===== config.mk =====
export PLATFORM = sky130hd
export DESIGN_NAME = vcsp_serial_port
export DESIGN_NICKNAME = d
export VERILOG_FILES = /design/src/vcsp_pkg.sv /design/src/vcsp_pin_sync.sv /design/src/vcsp_serial_port.sv
export SDC_FILE = /design/constraint.sdc
export NUM_CORES = 1
export LEC_CHECK = 0
export ABC_CLOCK_PERIOD_IN_PS = 2600
export BUFFER_PORTS_ARGS = -buffer_cell sky130_fd_sc_hd__buf_2
export CAP_MARGIN = 10
export CORE_MARGIN = 2
export CORE_UTILIZATION = 33
export CTS_CLUSTER_DIAMETER = 30
export DETAILED_ROUTE_END_ITERATION = 8
export SETUP_SLACK_MARGIN = 0.15
export SYNTH_ARGS = -nofsm -noshare
export SYNTH_HDL_FRONTEND = slang
export SYNTH_SLANG_ARGS = --single-unit

===== constraint.sdc =====
create_clock -name aclk -period 2.6 [get_ports aclk]
set_input_delay 0.26 -clock aclk [delete_from_list [all_inputs] [get_ports aclk]]
set_output_delay 0.26 -clock aclk [all_outputs]
set_load 0.1 [all_outputs]

===== src/vcsp_pkg.sv =====
// Shared constants for the voice codec serial port block
package vcsp_pkg;

   // Bus geometry
   localparam int ADDR_W = 4;
   localparam int DATA_W = 32;

   // Register byte offsets
   localparam logic [ADDR_W-1:0] ADDR_STATUS = 4'h0;
   localparam logic [ADDR_W-1:0] ADDR_TX_WORD = 4'h4;
   localparam logic [ADDR_W-1:0] ADDR_RX_WORD = 4'h8;

   // Status register field positions
   localparam int ST_FIXED_MODE = 0;
   localparam int ST_RX_STANDBY = 1;
   localparam int ST_TX_STANDBY = 2;
   localparam int ST_TEST_MODE = 3;
   localparam int ST_POWERED_DOWN = 4;
   localparam int ST_COMPANDED = 5;
   localparam int ST_EAR_ENABLED = 6;

   // Receive word register fields
   localparam int RXW_COUNT_LSB = 16;

   // Reset values
   localparam logic [15:0] TX_WORD_RST = 16'h0000;

   // Bus responses
   localparam logic [1:0] RESP_OKAY = 2'h0;
   localparam logic [1:0] RESP_SLVERR = 2'h2;

   // Serial word geometry
   localparam int WORD_COMP_BITS = 8;
   localparam int WORD_LIN_BITS = 16;
   localparam int LIN_DATA_BITS = 13;
   localparam int BIT_CNT_W = 5;

   // Zero codes for a muted microphone
   localparam logic [7:0] ZERO_MU_LAW = 8'hff;
   localparam logic [7:0] ZERO_A_LAW = 8'hd5;
   localparam logic [15:0] ZERO_LINEAR = 16'h0000;

   // Frame supervision
   localparam int IDLE_FRAMES = 5;
   localparam int FRAME_CLKS_DEF = 256;
   localparam int MODE_DETECT_CLKS = 4;

   // Pin index map into the synchroniser bank
   localparam int NUM_PINS = 10;
   localparam int PIN_MCLK = 0;
   localparam int PIN_RXCLK = 1;
   localparam int PIN_TXCLK = 2;
   localparam int PIN_RXFS = 3;
   localparam int PIN_TXFS = 4;
   localparam int PIN_RXD = 5;
   localparam int PIN_CODING = 6;
   localparam int PIN_MIC_MUTE_N = 7;
   localparam int PIN_EARPHONE_MUTE_N = 8;
   localparam int PIN_PWR = 9;

   // Slot shifter state
   typedef enum logic [0:0] {
      SLOT_IDLE = 1'b0,
      SLOT_SHIFT = 1'b1
   } vcsp_slot_t;

endpackage


===== src/vcsp_pin_sync.sv =====
// Two-stage pin synchroniser with edge pulses
`timescale 1ns/100ps
module vcsp_pin_sync (
   // Clock and reset
   input wire logic aclk,
   input wire logic aresetn,
   // Asynchronous pin
   input wire logic pin,
   // Synchronised level and one-cycle edge pulses
   output logic level,
   output logic rise,
   output logic fall
);
   logic meta_ff;
   logic sync_ff;
   logic last_ff;

   // First stage feeds only the second stage
   always_ff @(posedge aclk) begin
      if (!aresetn) begin
         meta_ff <= 1'b0;
         sync_ff <= 1'b0;
         last_ff <= 1'b0;
      end else begin
         meta_ff <= pin;
         sync_ff <= meta_ff;
         last_ff <= sync_ff;
      end
   end

   assign level = sync_ff;
   assign rise = sync_ff & ~last_ff;
   assign fall = ~sync_ff & last_ff;
endmodule // vcsp_pin_sync


===== src/vcsp_serial_port.sv =====
// Voice codec serial port: framing, shifting, control pins, register slave
`timescale 1ns/100ps

// Behaviour
// - Receive bits are sampled on falling edges of the master clock (fixed) or receive bit clock (variable).
// - Transmit bits change on rising edges of the master clock (fixed) or transmit bit clock (variable).
// - The receive channel goes to standby after its frame sync stays low five frames or more.
// - The transmit channel goes to standby after its frame sync stays low five frames or more.
// - Either frame sync held high five frames or more puts the device into test mode.
// - The transmit frame sync frames the transmit channel independently of the receive side.
// - Coding select low means linear coding, high means companded coding (mu-law or A-law variant).
// - While the microphone mute is low, every transmit slot carries the zero code.
// - While the earphone mute is low, the earphone amplifier is disabled.
// - While the power-down input is low, the device is powered down.
// - In fixed-rate mode the device pulls the shared strobe pin low during its transmit slot.
// - Receive bit clock pin tied high selects fixed-rate mode, otherwise variable-rate mode.
// - Serial words are 8 bits companded, 16 bits linear: 13 data bits then 3 gain or zero bits.
module vcsp_serial_port #(
   parameter int FRAME_CLKS = vcsp_pkg::FRAME_CLKS_DEF,
   parameter bit COMPAND_A_LAW = 1'b0
) (
   // Clock and reset
   input wire logic aclk,
   input wire logic aresetn,
   // AXI4-Lite write address
   input wire logic awvalid,
   output logic awready,
   input wire logic [vcsp_pkg::ADDR_W-1:0] awaddr,
   input wire logic [2:0] awprot,
   // AXI4-Lite write data
   input wire logic wvalid,
   output logic wready,
   input wire logic [vcsp_pkg::DATA_W-1:0] wdata,
   input wire logic [3:0] wstrb,
   // AXI4-Lite write response
   output logic bvalid,
   input wire logic bready,
   output logic [1:0] bresp,
   // AXI4-Lite read address
   input wire logic arvalid,
   output logic arready,
   input wire logic [vcsp_pkg::ADDR_W-1:0] araddr,
   input wire logic [2:0] arprot,
   // AXI4-Lite read data
   output logic rvalid,
   input wire logic rready,
   output logic [vcsp_pkg::DATA_W-1:0] rdata,
   output logic [1:0] rresp,
   // Serial link clocks and frame syncs
   input wire logic master_clock,
   input wire logic rx_bit_clock,
   input wire logic rx_frame_sync,
   input wire logic tx_frame_sync,
   // Shared strobe / transmit bit clock pin
   input wire logic tx_slot_strobe_n_in,
   output logic tx_slot_strobe_n_out,
   output logic tx_slot_strobe_n_oe,
   // Serial data
   input wire logic rx_serial_data,
   output logic tx_serial_data,
   output logic tx_serial_active,
   // Control pins
   input wire logic coding_select,
   input wire logic mic_mute_n,
   input wire logic earphone_mute_n,
   input wire logic power_down_n,
   // Analog-side enables
   output logic earphone_amp_en,
   output logic powered_down
);
   import vcsp_pkg::*;
   localparam int IDLE_LIMIT = IDLE_FRAMES * FRAME_CLKS;
   localparam int IDLE_W = $clog2(IDLE_LIMIT + 1);
   localparam logic [IDLE_W-1:0] IDLE_MAX = IDLE_W'(IDLE_LIMIT);
   localparam logic [2:0] MODE_MAX = 3'(MODE_DETECT_CLKS);

   // Frame must hold a linear word and fit the idle counters
   if (FRAME_CLKS < WORD_LIN_BITS || FRAME_CLKS > 65536) begin : g_bad_frame
      $error("FRAME_CLKS out of range");
   end

   logic [NUM_PINS-1:0] pin_raw;
   logic [NUM_PINS-1:0] pin_lvl;
   logic [NUM_PINS-1:0] pin_rise;
   logic [NUM_PINS-1:0] pin_fall;

   assign pin_raw[PIN_MCLK] = master_clock;
   assign pin_raw[PIN_RXCLK] = rx_bit_clock;
   assign pin_raw[PIN_TXCLK] = tx_slot_strobe_n_in;
   assign pin_raw[PIN_RXFS] = rx_frame_sync;
   assign pin_raw[PIN_TXFS] = tx_frame_sync;
   assign pin_raw[PIN_RXD] = rx_serial_data;
   assign pin_raw[PIN_CODING] = coding_select;
   assign pin_raw[PIN_MIC_MUTE_N] = mic_mute_n;
   assign pin_raw[PIN_EARPHONE_MUTE_N] = earphone_mute_n;
   assign pin_raw[PIN_PWR] = power_down_n;

   // Every pin crosses into aclk through two flops
   for (genvar p = 0; p < NUM_PINS; p++) begin : g_sync
      vcsp_pin_sync u_sync (
         .aclk(aclk),
         .aresetn(aresetn),
         .pin(pin_raw[p]),
         .level(pin_lvl[p]),
         .rise(pin_rise[p]),
         .fall(pin_fall[p])
      );
   end

   // Mode strap: rx clock high across several master clocks means tied high
   logic fixed_mode_ff;
   logic [2:0] mode_cnt_ff;
   always_ff @(posedge aclk) begin
      if (!aresetn) begin
         fixed_mode_ff <= 1'b0;
         mode_cnt_ff <= 3'h0;
      end else if (pin_fall[PIN_RXCLK] || !pin_lvl[PIN_RXCLK]) begin
         fixed_mode_ff <= 1'b0;
         mode_cnt_ff <= 3'h0;
      end else if (pin_rise[PIN_MCLK] && mode_cnt_ff != MODE_MAX) begin
         mode_cnt_ff <= mode_cnt_ff + 3'h1;
      end else if (mode_cnt_ff == MODE_MAX) begin
         fixed_mode_ff <= 1'b1;
      end
   end

   // Power and coding follow their pins
   logic companded;
   logic powered_down_ff;
   assign companded = pin_lvl[PIN_CODING];
   always_ff @(posedge aclk) begin
      if (!aresetn) begin
         powered_down_ff <= 1'b0;
      end else begin
         powered_down_ff <= ~pin_lvl[PIN_PWR];
      end
   end

   // Idle frame watch per channel; frames are counted in master clocks
   // because the data clocks may stop while a channel is idle
   logic [1:0] fs_lvl;
   logic [IDLE_W-1:0] low_cnt_ff [2];
   logic [IDLE_W-1:0] high_cnt_ff [2];
   logic [1:0] standby_ff;
   logic [1:0] held_high_ff;
   assign fs_lvl = {pin_lvl[PIN_TXFS], pin_lvl[PIN_RXFS]};

   for (genvar c = 0; c < 2; c++) begin : g_watch
      always_ff @(posedge aclk) begin
         if (!aresetn) begin
            low_cnt_ff[c] <= '0;
            high_cnt_ff[c] <= '0;
            standby_ff[c] <= 1'b0;
            held_high_ff[c] <= 1'b0;
         end else begin
            if (fs_lvl[c]) begin
               low_cnt_ff[c] <= '0;
               standby_ff[c] <= 1'b0;
            end else if (low_cnt_ff[c] == IDLE_MAX) begin
               standby_ff[c] <= 1'b1;
            end else if (pin_rise[PIN_MCLK]) begin
               low_cnt_ff[c] <= low_cnt_ff[c] + 1'b1;
            end
            if (!fs_lvl[c]) begin
               high_cnt_ff[c] <= '0;
               held_high_ff[c] <= 1'b0;
            end else if (high_cnt_ff[c] == IDLE_MAX) begin
               held_high_ff[c] <= 1'b1;
            end else if (pin_rise[PIN_MCLK]) begin
               high_cnt_ff[c] <= high_cnt_ff[c] + 1'b1;
            end
         end
      end
   end

   logic test_mode;
   logic rx_active;
   logic tx_active;
   assign test_mode = |held_high_ff;
   assign rx_active = ~powered_down_ff & ~standby_ff[0] & ~test_mode;
   assign tx_active = ~powered_down_ff & ~standby_ff[1] & ~test_mode;

   // Word length by coding
   logic [BIT_CNT_W-1:0] word_len;
   assign word_len = companded ? BIT_CNT_W'(WORD_COMP_BITS) : BIT_CNT_W'(WORD_LIN_BITS);

   // Bit clock edges chosen by mode
   logic rx_edge;
   logic tx_edge;
   assign rx_edge = fixed_mode_ff ? pin_fall[PIN_MCLK] : pin_fall[PIN_RXCLK];
   assign tx_edge = fixed_mode_ff ? pin_rise[PIN_MCLK] : pin_rise[PIN_TXCLK];

   // Receive shifter
   vcsp_slot_t rx_state_ff;
   logic [BIT_CNT_W-1:0] rx_cnt_ff;
   logic [15:0] rx_sh_ff;
   logic [15:0] rx_word_ff;
   logic [15:0] rx_count_ff;
   logic [15:0] nxt_rx_sh;
   logic [BIT_CNT_W-1:0] nxt_rx_cnt;
   assign nxt_rx_sh = {rx_sh_ff[14:0], pin_lvl[PIN_RXD]};
   assign nxt_rx_cnt = rx_cnt_ff + 1'b1;

   always_ff @(posedge aclk) begin
      if (!aresetn) begin
         rx_state_ff <= SLOT_IDLE;
         rx_cnt_ff <= '0;
         rx_sh_ff <= 16'h0000;
         rx_word_ff <= 16'h0000;
         rx_count_ff <= 16'h0000;
      end else if (!rx_active) begin
         rx_state_ff <= SLOT_IDLE;
      end else if (rx_edge) begin
         case (rx_state_ff)
            SLOT_IDLE: begin
               if (fs_lvl[0]) begin
                  rx_sh_ff <= nxt_rx_sh;
                  rx_cnt_ff <= BIT_CNT_W'(1);
                  rx_state_ff <= SLOT_SHIFT;
               end
            end
            SLOT_SHIFT: begin
               if (!fixed_mode_ff && !fs_lvl[0]) begin
                  rx_state_ff <= SLOT_IDLE;
               end else begin
                  rx_sh_ff <= nxt_rx_sh;
                  rx_cnt_ff <= nxt_rx_cnt;
                  if (nxt_rx_cnt == word_len) begin
                     rx_word_ff <= companded ? {8'h00, nxt_rx_sh[7:0]} : nxt_rx_sh;
                     rx_count_ff <= rx_count_ff + 16'h0001;
                     rx_state_ff <= SLOT_IDLE;
                  end
               end
            end
            default: rx_state_ff <= SLOT_IDLE;
         endcase
      end
   end

   // Transmit word: data bits then zero padding, or the zero code when muted
   logic [15:0] tx_word_ff;
   logic [15:0] tx_load;
   logic [7:0] comp_zero;
   assign comp_zero = COMPAND_A_LAW ? ZERO_A_LAW : ZERO_MU_LAW;
   always_comb begin
      if (!pin_lvl[PIN_MIC_MUTE_N]) begin
         tx_load = companded ? {comp_zero, 8'h00} : ZERO_LINEAR;
      end else if (companded) begin
         tx_load = {tx_word_ff[7:0], 8'h00};
      end else begin
         tx_load = {tx_word_ff[15:16-LIN_DATA_BITS], 3'b000};
      end
   end

   // Transmit shifter
   vcsp_slot_t tx_state_ff;
   logic [BIT_CNT_W-1:0] tx_cnt_ff;
   logic [15:0] tx_sh_ff;
   logic tx_data_ff;
   logic tx_act_ff;
   always_ff @(posedge aclk) begin
      if (!aresetn) begin
         tx_state_ff <= SLOT_IDLE;
         tx_cnt_ff <= '0;
         tx_sh_ff <= 16'h0000;
         tx_data_ff <= 1'b0;
         tx_act_ff <= 1'b0;
      end else if (!tx_active) begin
         tx_state_ff <= SLOT_IDLE;
         tx_act_ff <= 1'b0;
         tx_data_ff <= 1'b0;
      end else if (tx_edge) begin
         case (tx_state_ff)
            SLOT_IDLE: begin
               if (fs_lvl[1]) begin
                  tx_data_ff <= tx_load[15];
                  tx_sh_ff <= {tx_load[14:0], 1'b0};
                  tx_cnt_ff <= BIT_CNT_W'(1);
                  tx_act_ff <= 1'b1;
                  tx_state_ff <= SLOT_SHIFT;
               end
            end
            SLOT_SHIFT: begin
               if (tx_cnt_ff == word_len) begin
                  tx_data_ff <= 1'b0;
                  tx_act_ff <= 1'b0;
                  tx_state_ff <= SLOT_IDLE;
               end else begin
                  tx_data_ff <= tx_sh_ff[15];
                  tx_sh_ff <= {tx_sh_ff[14:0], 1'b0};
                  tx_cnt_ff <= tx_cnt_ff + 1'b1;
               end
            end
            default: tx_state_ff <= SLOT_IDLE;
         endcase
      end
   end

   // Open-drain strobe only in fixed-rate mode; in variable mode the pin is an input
   logic strobe_oe_ff;
   logic ear_en_ff;
   always_ff @(posedge aclk) begin
      if (!aresetn) begin
         strobe_oe_ff <= 1'b0;
         ear_en_ff <= 1'b0;
      end else begin
         strobe_oe_ff <= fixed_mode_ff & tx_act_ff;
         ear_en_ff <= pin_lvl[PIN_EARPHONE_MUTE_N] & rx_active;
      end
   end

   // AXI4-Lite write path: address and data taken in either order
   logic aw_got_ff;
   logic w_got_ff;
   logic [ADDR_W-1:0] waddr_ff;
   logic [DATA_W-1:0] wdata_ff;
   logic [3:0] wstrb_ff;
   logic bvalid_ff;
   logic [1:0] bresp_ff;
   always_ff @(posedge aclk) begin
      if (!aresetn) begin
         aw_got_ff <= 1'b0;
         w_got_ff <= 1'b0;
         waddr_ff <= '0;
         wdata_ff <= '0;
         wstrb_ff <= 4'h0;
         bvalid_ff <= 1'b0;
         bresp_ff <= RESP_OKAY;
         tx_word_ff <= TX_WORD_RST;
      end else begin
         if (awvalid && awready) begin
            aw_got_ff <= 1'b1;
            waddr_ff <= awaddr;
         end
         if (wvalid && wready) begin
            w_got_ff <= 1'b1;
            wdata_ff <= wdata;
            wstrb_ff <= wstrb;
         end
         if (aw_got_ff && w_got_ff && !bvalid_ff) begin
            aw_got_ff <= 1'b0;
            w_got_ff <= 1'b0;
            bvalid_ff <= 1'b1;
            if (waddr_ff[ADDR_W-1:2] == ADDR_TX_WORD[ADDR_W-1:2]) begin
               bresp_ff <= RESP_OKAY;
               if (wstrb_ff[0]) tx_word_ff[7:0] <= wdata_ff[7:0];
               if (wstrb_ff[1]) tx_word_ff[15:8] <= wdata_ff[15:8];
            end else if (waddr_ff[ADDR_W-1:2] == ADDR_STATUS[ADDR_W-1:2] ||
                         waddr_ff[ADDR_W-1:2] == ADDR_RX_WORD[ADDR_W-1:2]) begin
               bresp_ff <= RESP_OKAY; // Read-only, write ignored
            end else begin
               bresp_ff <= RESP_SLVERR;
            end
         end else if (bvalid_ff && bready) begin
            bvalid_ff <= 1'b0;
         end
      end
   end
   assign awready = ~aw_got_ff & ~bvalid_ff;
   assign wready = ~w_got_ff & ~bvalid_ff;

   // AXI4-Lite read path: one cycle from address to data
   logic rvalid_ff;
   logic [DATA_W-1:0] rdata_ff;
   logic [1:0] rresp_ff;
   logic [DATA_W-1:0] status_word;
   always_comb begin
      status_word = '0;
      status_word[ST_FIXED_MODE] = fixed_mode_ff;
      status_word[ST_RX_STANDBY] = standby_ff[0];
      status_word[ST_TX_STANDBY] = standby_ff[1];
      status_word[ST_TEST_MODE] = test_mode;
      status_word[ST_POWERED_DOWN] = powered_down_ff;
      status_word[ST_COMPANDED] = companded;
      status_word[ST_EAR_ENABLED] = ear_en_ff;
   end
   always_ff @(posedge aclk) begin
      if (!aresetn) begin
         rvalid_ff <= 1'b0;
         rdata_ff <= '0;
         rresp_ff <= RESP_OKAY;
      end else if (arvalid && arready) begin
         rvalid_ff <= 1'b1;
         rresp_ff <= RESP_OKAY;
         case (araddr[ADDR_W-1:2])
            ADDR_STATUS[ADDR_W-1:2]: rdata_ff <= status_word;
            ADDR_TX_WORD[ADDR_W-1:2]: rdata_ff <= {16'h0000, tx_word_ff};
            ADDR_RX_WORD[ADDR_W-1:2]: rdata_ff <= {rx_count_ff, rx_word_ff};
            default: begin
               rdata_ff <= '0;
               rresp_ff <= RESP_SLVERR;
            end
         endcase
      end else if (rvalid_ff && rready) begin
         rvalid_ff <= 1'b0;
      end
   end
   assign arready = ~rvalid_ff;

   // Outputs
   assign bvalid = bvalid_ff;
   assign bresp = bresp_ff;
   assign rvalid = rvalid_ff;
   assign rdata = rdata_ff;
   assign rresp = rresp_ff;
   assign tx_slot_strobe_n_out = 1'b0; // Open drain only ever pulls low
   assign tx_slot_strobe_n_oe = strobe_oe_ff;
   assign tx_serial_data = tx_data_ff;
   assign tx_serial_active = tx_act_ff;
   assign earphone_amp_en = ear_en_ff;
   assign powered_down = powered_down_ff;
endmodule // vcsp_serial_port


==> impl_metrics.tcl <==
set metrics [dict create \
    outcome "completed" \
    grt_util_all_layers_pct 14.6 \
    critical_path_class "flop to flop" \
    r2r_start "rx_cnt_ff[0]" \
    final_cells 1619 \
    setup_viol 0 \
    nFillCells 2837 \
    synth.avg_cell_area_um2 8.87 \
    tns_ns 0 \
    gp_congestion 0.799 \
    die-area_um2 30200 \
    power_density_nw_per_um2 820 \
    setup_slack_ns 0.355 \
    initial_utilization_pct 33.4 \
    clk_pin_slew_worst_paths_ns 0.05 \
    arrival_ns 2.69 \
    nNetsFinal 1278 \
    period_minus_slack_ns 2.24 \
    hp-class "primary input to flop" \
    worst_slew_margin_rel_pct 52.9 \
    rows 62 \
    crit_chain "ha_1 > nand3_1 > nor4b_2 > buf_4 > o211ai_1 > or3_1 > a21oi_1" \
    synthTopCellsByArea "dfxtp_1 (38%), edfxtp_1 (14%), a21oi_1 (6.1%)" \
    drc 0 \
    holdPathEnd "wdata_ff[3]" \
    grt_pass1_wl_um 36600 \
    async_flop_share_pct 0 \
    synth-seq-cells 225 \
    utilization_pct 42.8 \
    cts-htree-levels 2 \
    synth_top_area_cell "dfxtp_1" \
    ant_nets 0 \
    insertion_delay_ns 0.53 \
    required_ns 3.05 \
    synth_warnings 0 \
    yosysSeqAreaShare_pct 51.9 \
    drive_gt1_share_pct 15.7 \
    cp_slowest_cell "nor4b_2" \
    regArea_um2 4950 \
    drt-vias-per-instance 4.84 \
    die_w_um 174 \
    grt_pass1_vias 7281 \
    peakVddDrop_uv 404 \
    place.port_buffers 82 \
    yosys.area.top_type_share_pct 38.0 \
    endpoint_kind "flop" \
    worst-path-buf-inv 1 \
    min_path_cells 3 \
    netlist_instances 1074 \
    synth_ff_type "dfxtp_1" \
    syn-cell-area_um2 9530 \
    tightest_slew_ns 0.705 \
    drv_slew 0 \
    yosysUniqueCellTypes 56 \
    multi_input_area_um2 4250 \
    num_vias 7831 \
    io_pins 114 \
    drt_iter0_markers 485 \
    die_y_um 174 \
    finalCritPeriodShare_pct 86.3 \
    cts_tree "built" \
    dp.cells 1499 \
    finalHoldViolations 0 \
    worstPathMaxFanout 7 \
    cellLeakagePower_nw 4.54 \
    r2r_end "rx_count_ff[9]" \
    wl_per_cell_um 14.0 \
    max_freq_mhz 445 \
    hold_start "wdata[3]" \
    clkSinkCount 225 \
    cp_top_family "simple AND/OR/NAND/NOR gates" \
    dp_hpwl_um 14900 \
    crit_start "rx_cnt_ff[0]" \
    preCtsSetupSlack_ns 0.259 \
    ctsLongestPathBuffers 3 \
    core_um2 28500 \
    numCtsBuffers 49 \
    antenna_found_initial 1 \
    synth-edff-count 44 \
    drv_cap 0 \
    rsz0062_at_grt "false" \
    wl_um 22600 \
    startpoint_type "flop" \
    clock-root-buffer "clkbuf_16" \
    grt_max_degree 65 \
    area_growth_pct 28.2 \
    r2r_slack_ns 0.36 \
    skew_ns 0.0173 \
    dr.pass1.iters 5 \
    worst-r2r-cell-count 7 \
    cpPeakStageDelay_ns 0.46 \
    gr-total-overflow 0 \
]
[sequential cells by signal, summed over array words and instances (netlist names), 2 cells and up]
signal / flops
g_sync.u_sync.last_ff: 3
g_sync.u_sync.level: 10
g_sync.u_sync.meta_ff: 10
held_high_ff: 2
high_cnt_ff: 22
low_cnt_ff: 22
mode_cnt_ff: 3
rdata: 32
rx_cnt_ff: 5
rx_count_ff: 16
rx_sh_ff: 15
rx_word_ff: 16
standby_ff: 2
tx_cnt_ff: 5
tx_sh_ff: 12
tx_word_ff: 16
waddr_ff: 2
wdata_ff: 16
wstrb_ff: 2
[worst reg2reg max path, cell delays in order, from the launching register on]
cell and delay [ns]:
dfxtp_1 0.39, ha_1 0.25, nand3_1 0.14, nor4b_2 0.46
buf_4 0.20, o211ai_1 0.21, or3_1 0.37, a21oi_1 0.16
[per-layer routing]
metal	up-vias	routed length, um	global-route usage [%]
li1	3995	-	-
met1	3613	11100	20.6
met2	175	9730	21.9
met3	48	1080	2.97
met4	0	694	5.92
met5	-	0	0
[cells by family after synthesis]
family	synth area share (%)
buf+inv	3.84
compound gates	13.0
mux	0.946
fa+ha+maj	1.84
flops	51.9
simple gates	24.9
other cells	0.0394
xor+xnor	3.59
[what timing repair did]
action / CTS / global route
resized for setup: 0 / 2
endpoints found under the setup margin: 0 / 9
hold buffers: 31 / 0
hold endpoints to repair: 31 / 0
setup buffers: 0 / 0
[cell usage after synthesis, types with 5 or more instances]
master and n:
a211oi_1 20, a21oi_1 116, a221oi_1 9, a22oi_1 17, and2_1 29, and3_1 13
and4_1 5, buf_2 7, clkbuf_1 51, dfxtp_1 181, edfxtp_1 44, ha_1 14
inv_1 28, mux2i_1 9, nand2_1 148, nand2b_1 13, nand3_1 41, nand3b_1 12
nand4_1 10, nand4b_1 5, nor2_1 134, nor2b_1 6, nor3_1 35, nor3b_1 6
o21ai_0 13, o31ai_1 5, or3_1 12, or4_1 9, xnor2_1 22, xor2_1 17
[worst max-delay path by stage]
stage | end | slack (ns) | depth (start not counted)
2_1_floorplan | rx_count_ff[8] | 0.16 | 6
3_3_place_gp | rx_count_ff[8] | 0.28 | 5
4_1_cts | rx_count_ff[10] | 0.23 | 5
6_report | rx_count_ff[9] | 0.36 | 7
3_5_place_dp | rx_count_ff[8] | 0.26 | 5
5_1_grt | rx_count_ff[9] | 0.17 | 7
[report_power, final]
part	internal, mW	switching, mW
clock network	3.80	1.83
logic	0.177	0.451
registers	3.66	0.0778
total	7.64	2.36
[per-stage QoR]
stage          total power [mW]  hold slack (ns)  area (um2)
3_3_place_gp               4.39            0.410       10300
2_1_floorplan              4.25            0.353        9540
3_5_place_dp               4.40            0.415       10300
5_1_grt                    10.4           0.0320       12200
6_report                   10.0           0.0237       12200
4_1_cts                    10.1          0.00293       12200
[layout make-up]
cell class	count	share of cell area, %
flip-flops and latches	225	40.5
multi-input cells	759	34.8
clock buffers	70	11.8
repair buffers	133	7.13
well taps	384	3.94
inverters	29	0.912
clock inverters	18	0.892
diodes	1	0.0205
[cells in the final DEF (no fill, tap or decap), drive strengths merged, types with 10 or more instances in the layout]
master         n
dfxtp        181
and3          13
nand2        148
buf          102
ha            14
edfxtp        44
and2          29
a21oi        116
nand3b        12
xor2          17
o21ai         14
clkinv        16
a211oi        22
nor3          36
inv           31
nand2b        13
xnor2         22
dlygate4sd3   31
a22oi         17
or3           12
nand3         41
nor2         134
clkbuf        70
nand4         10
No activity file was read; power rests on OpenSTA's default activity.
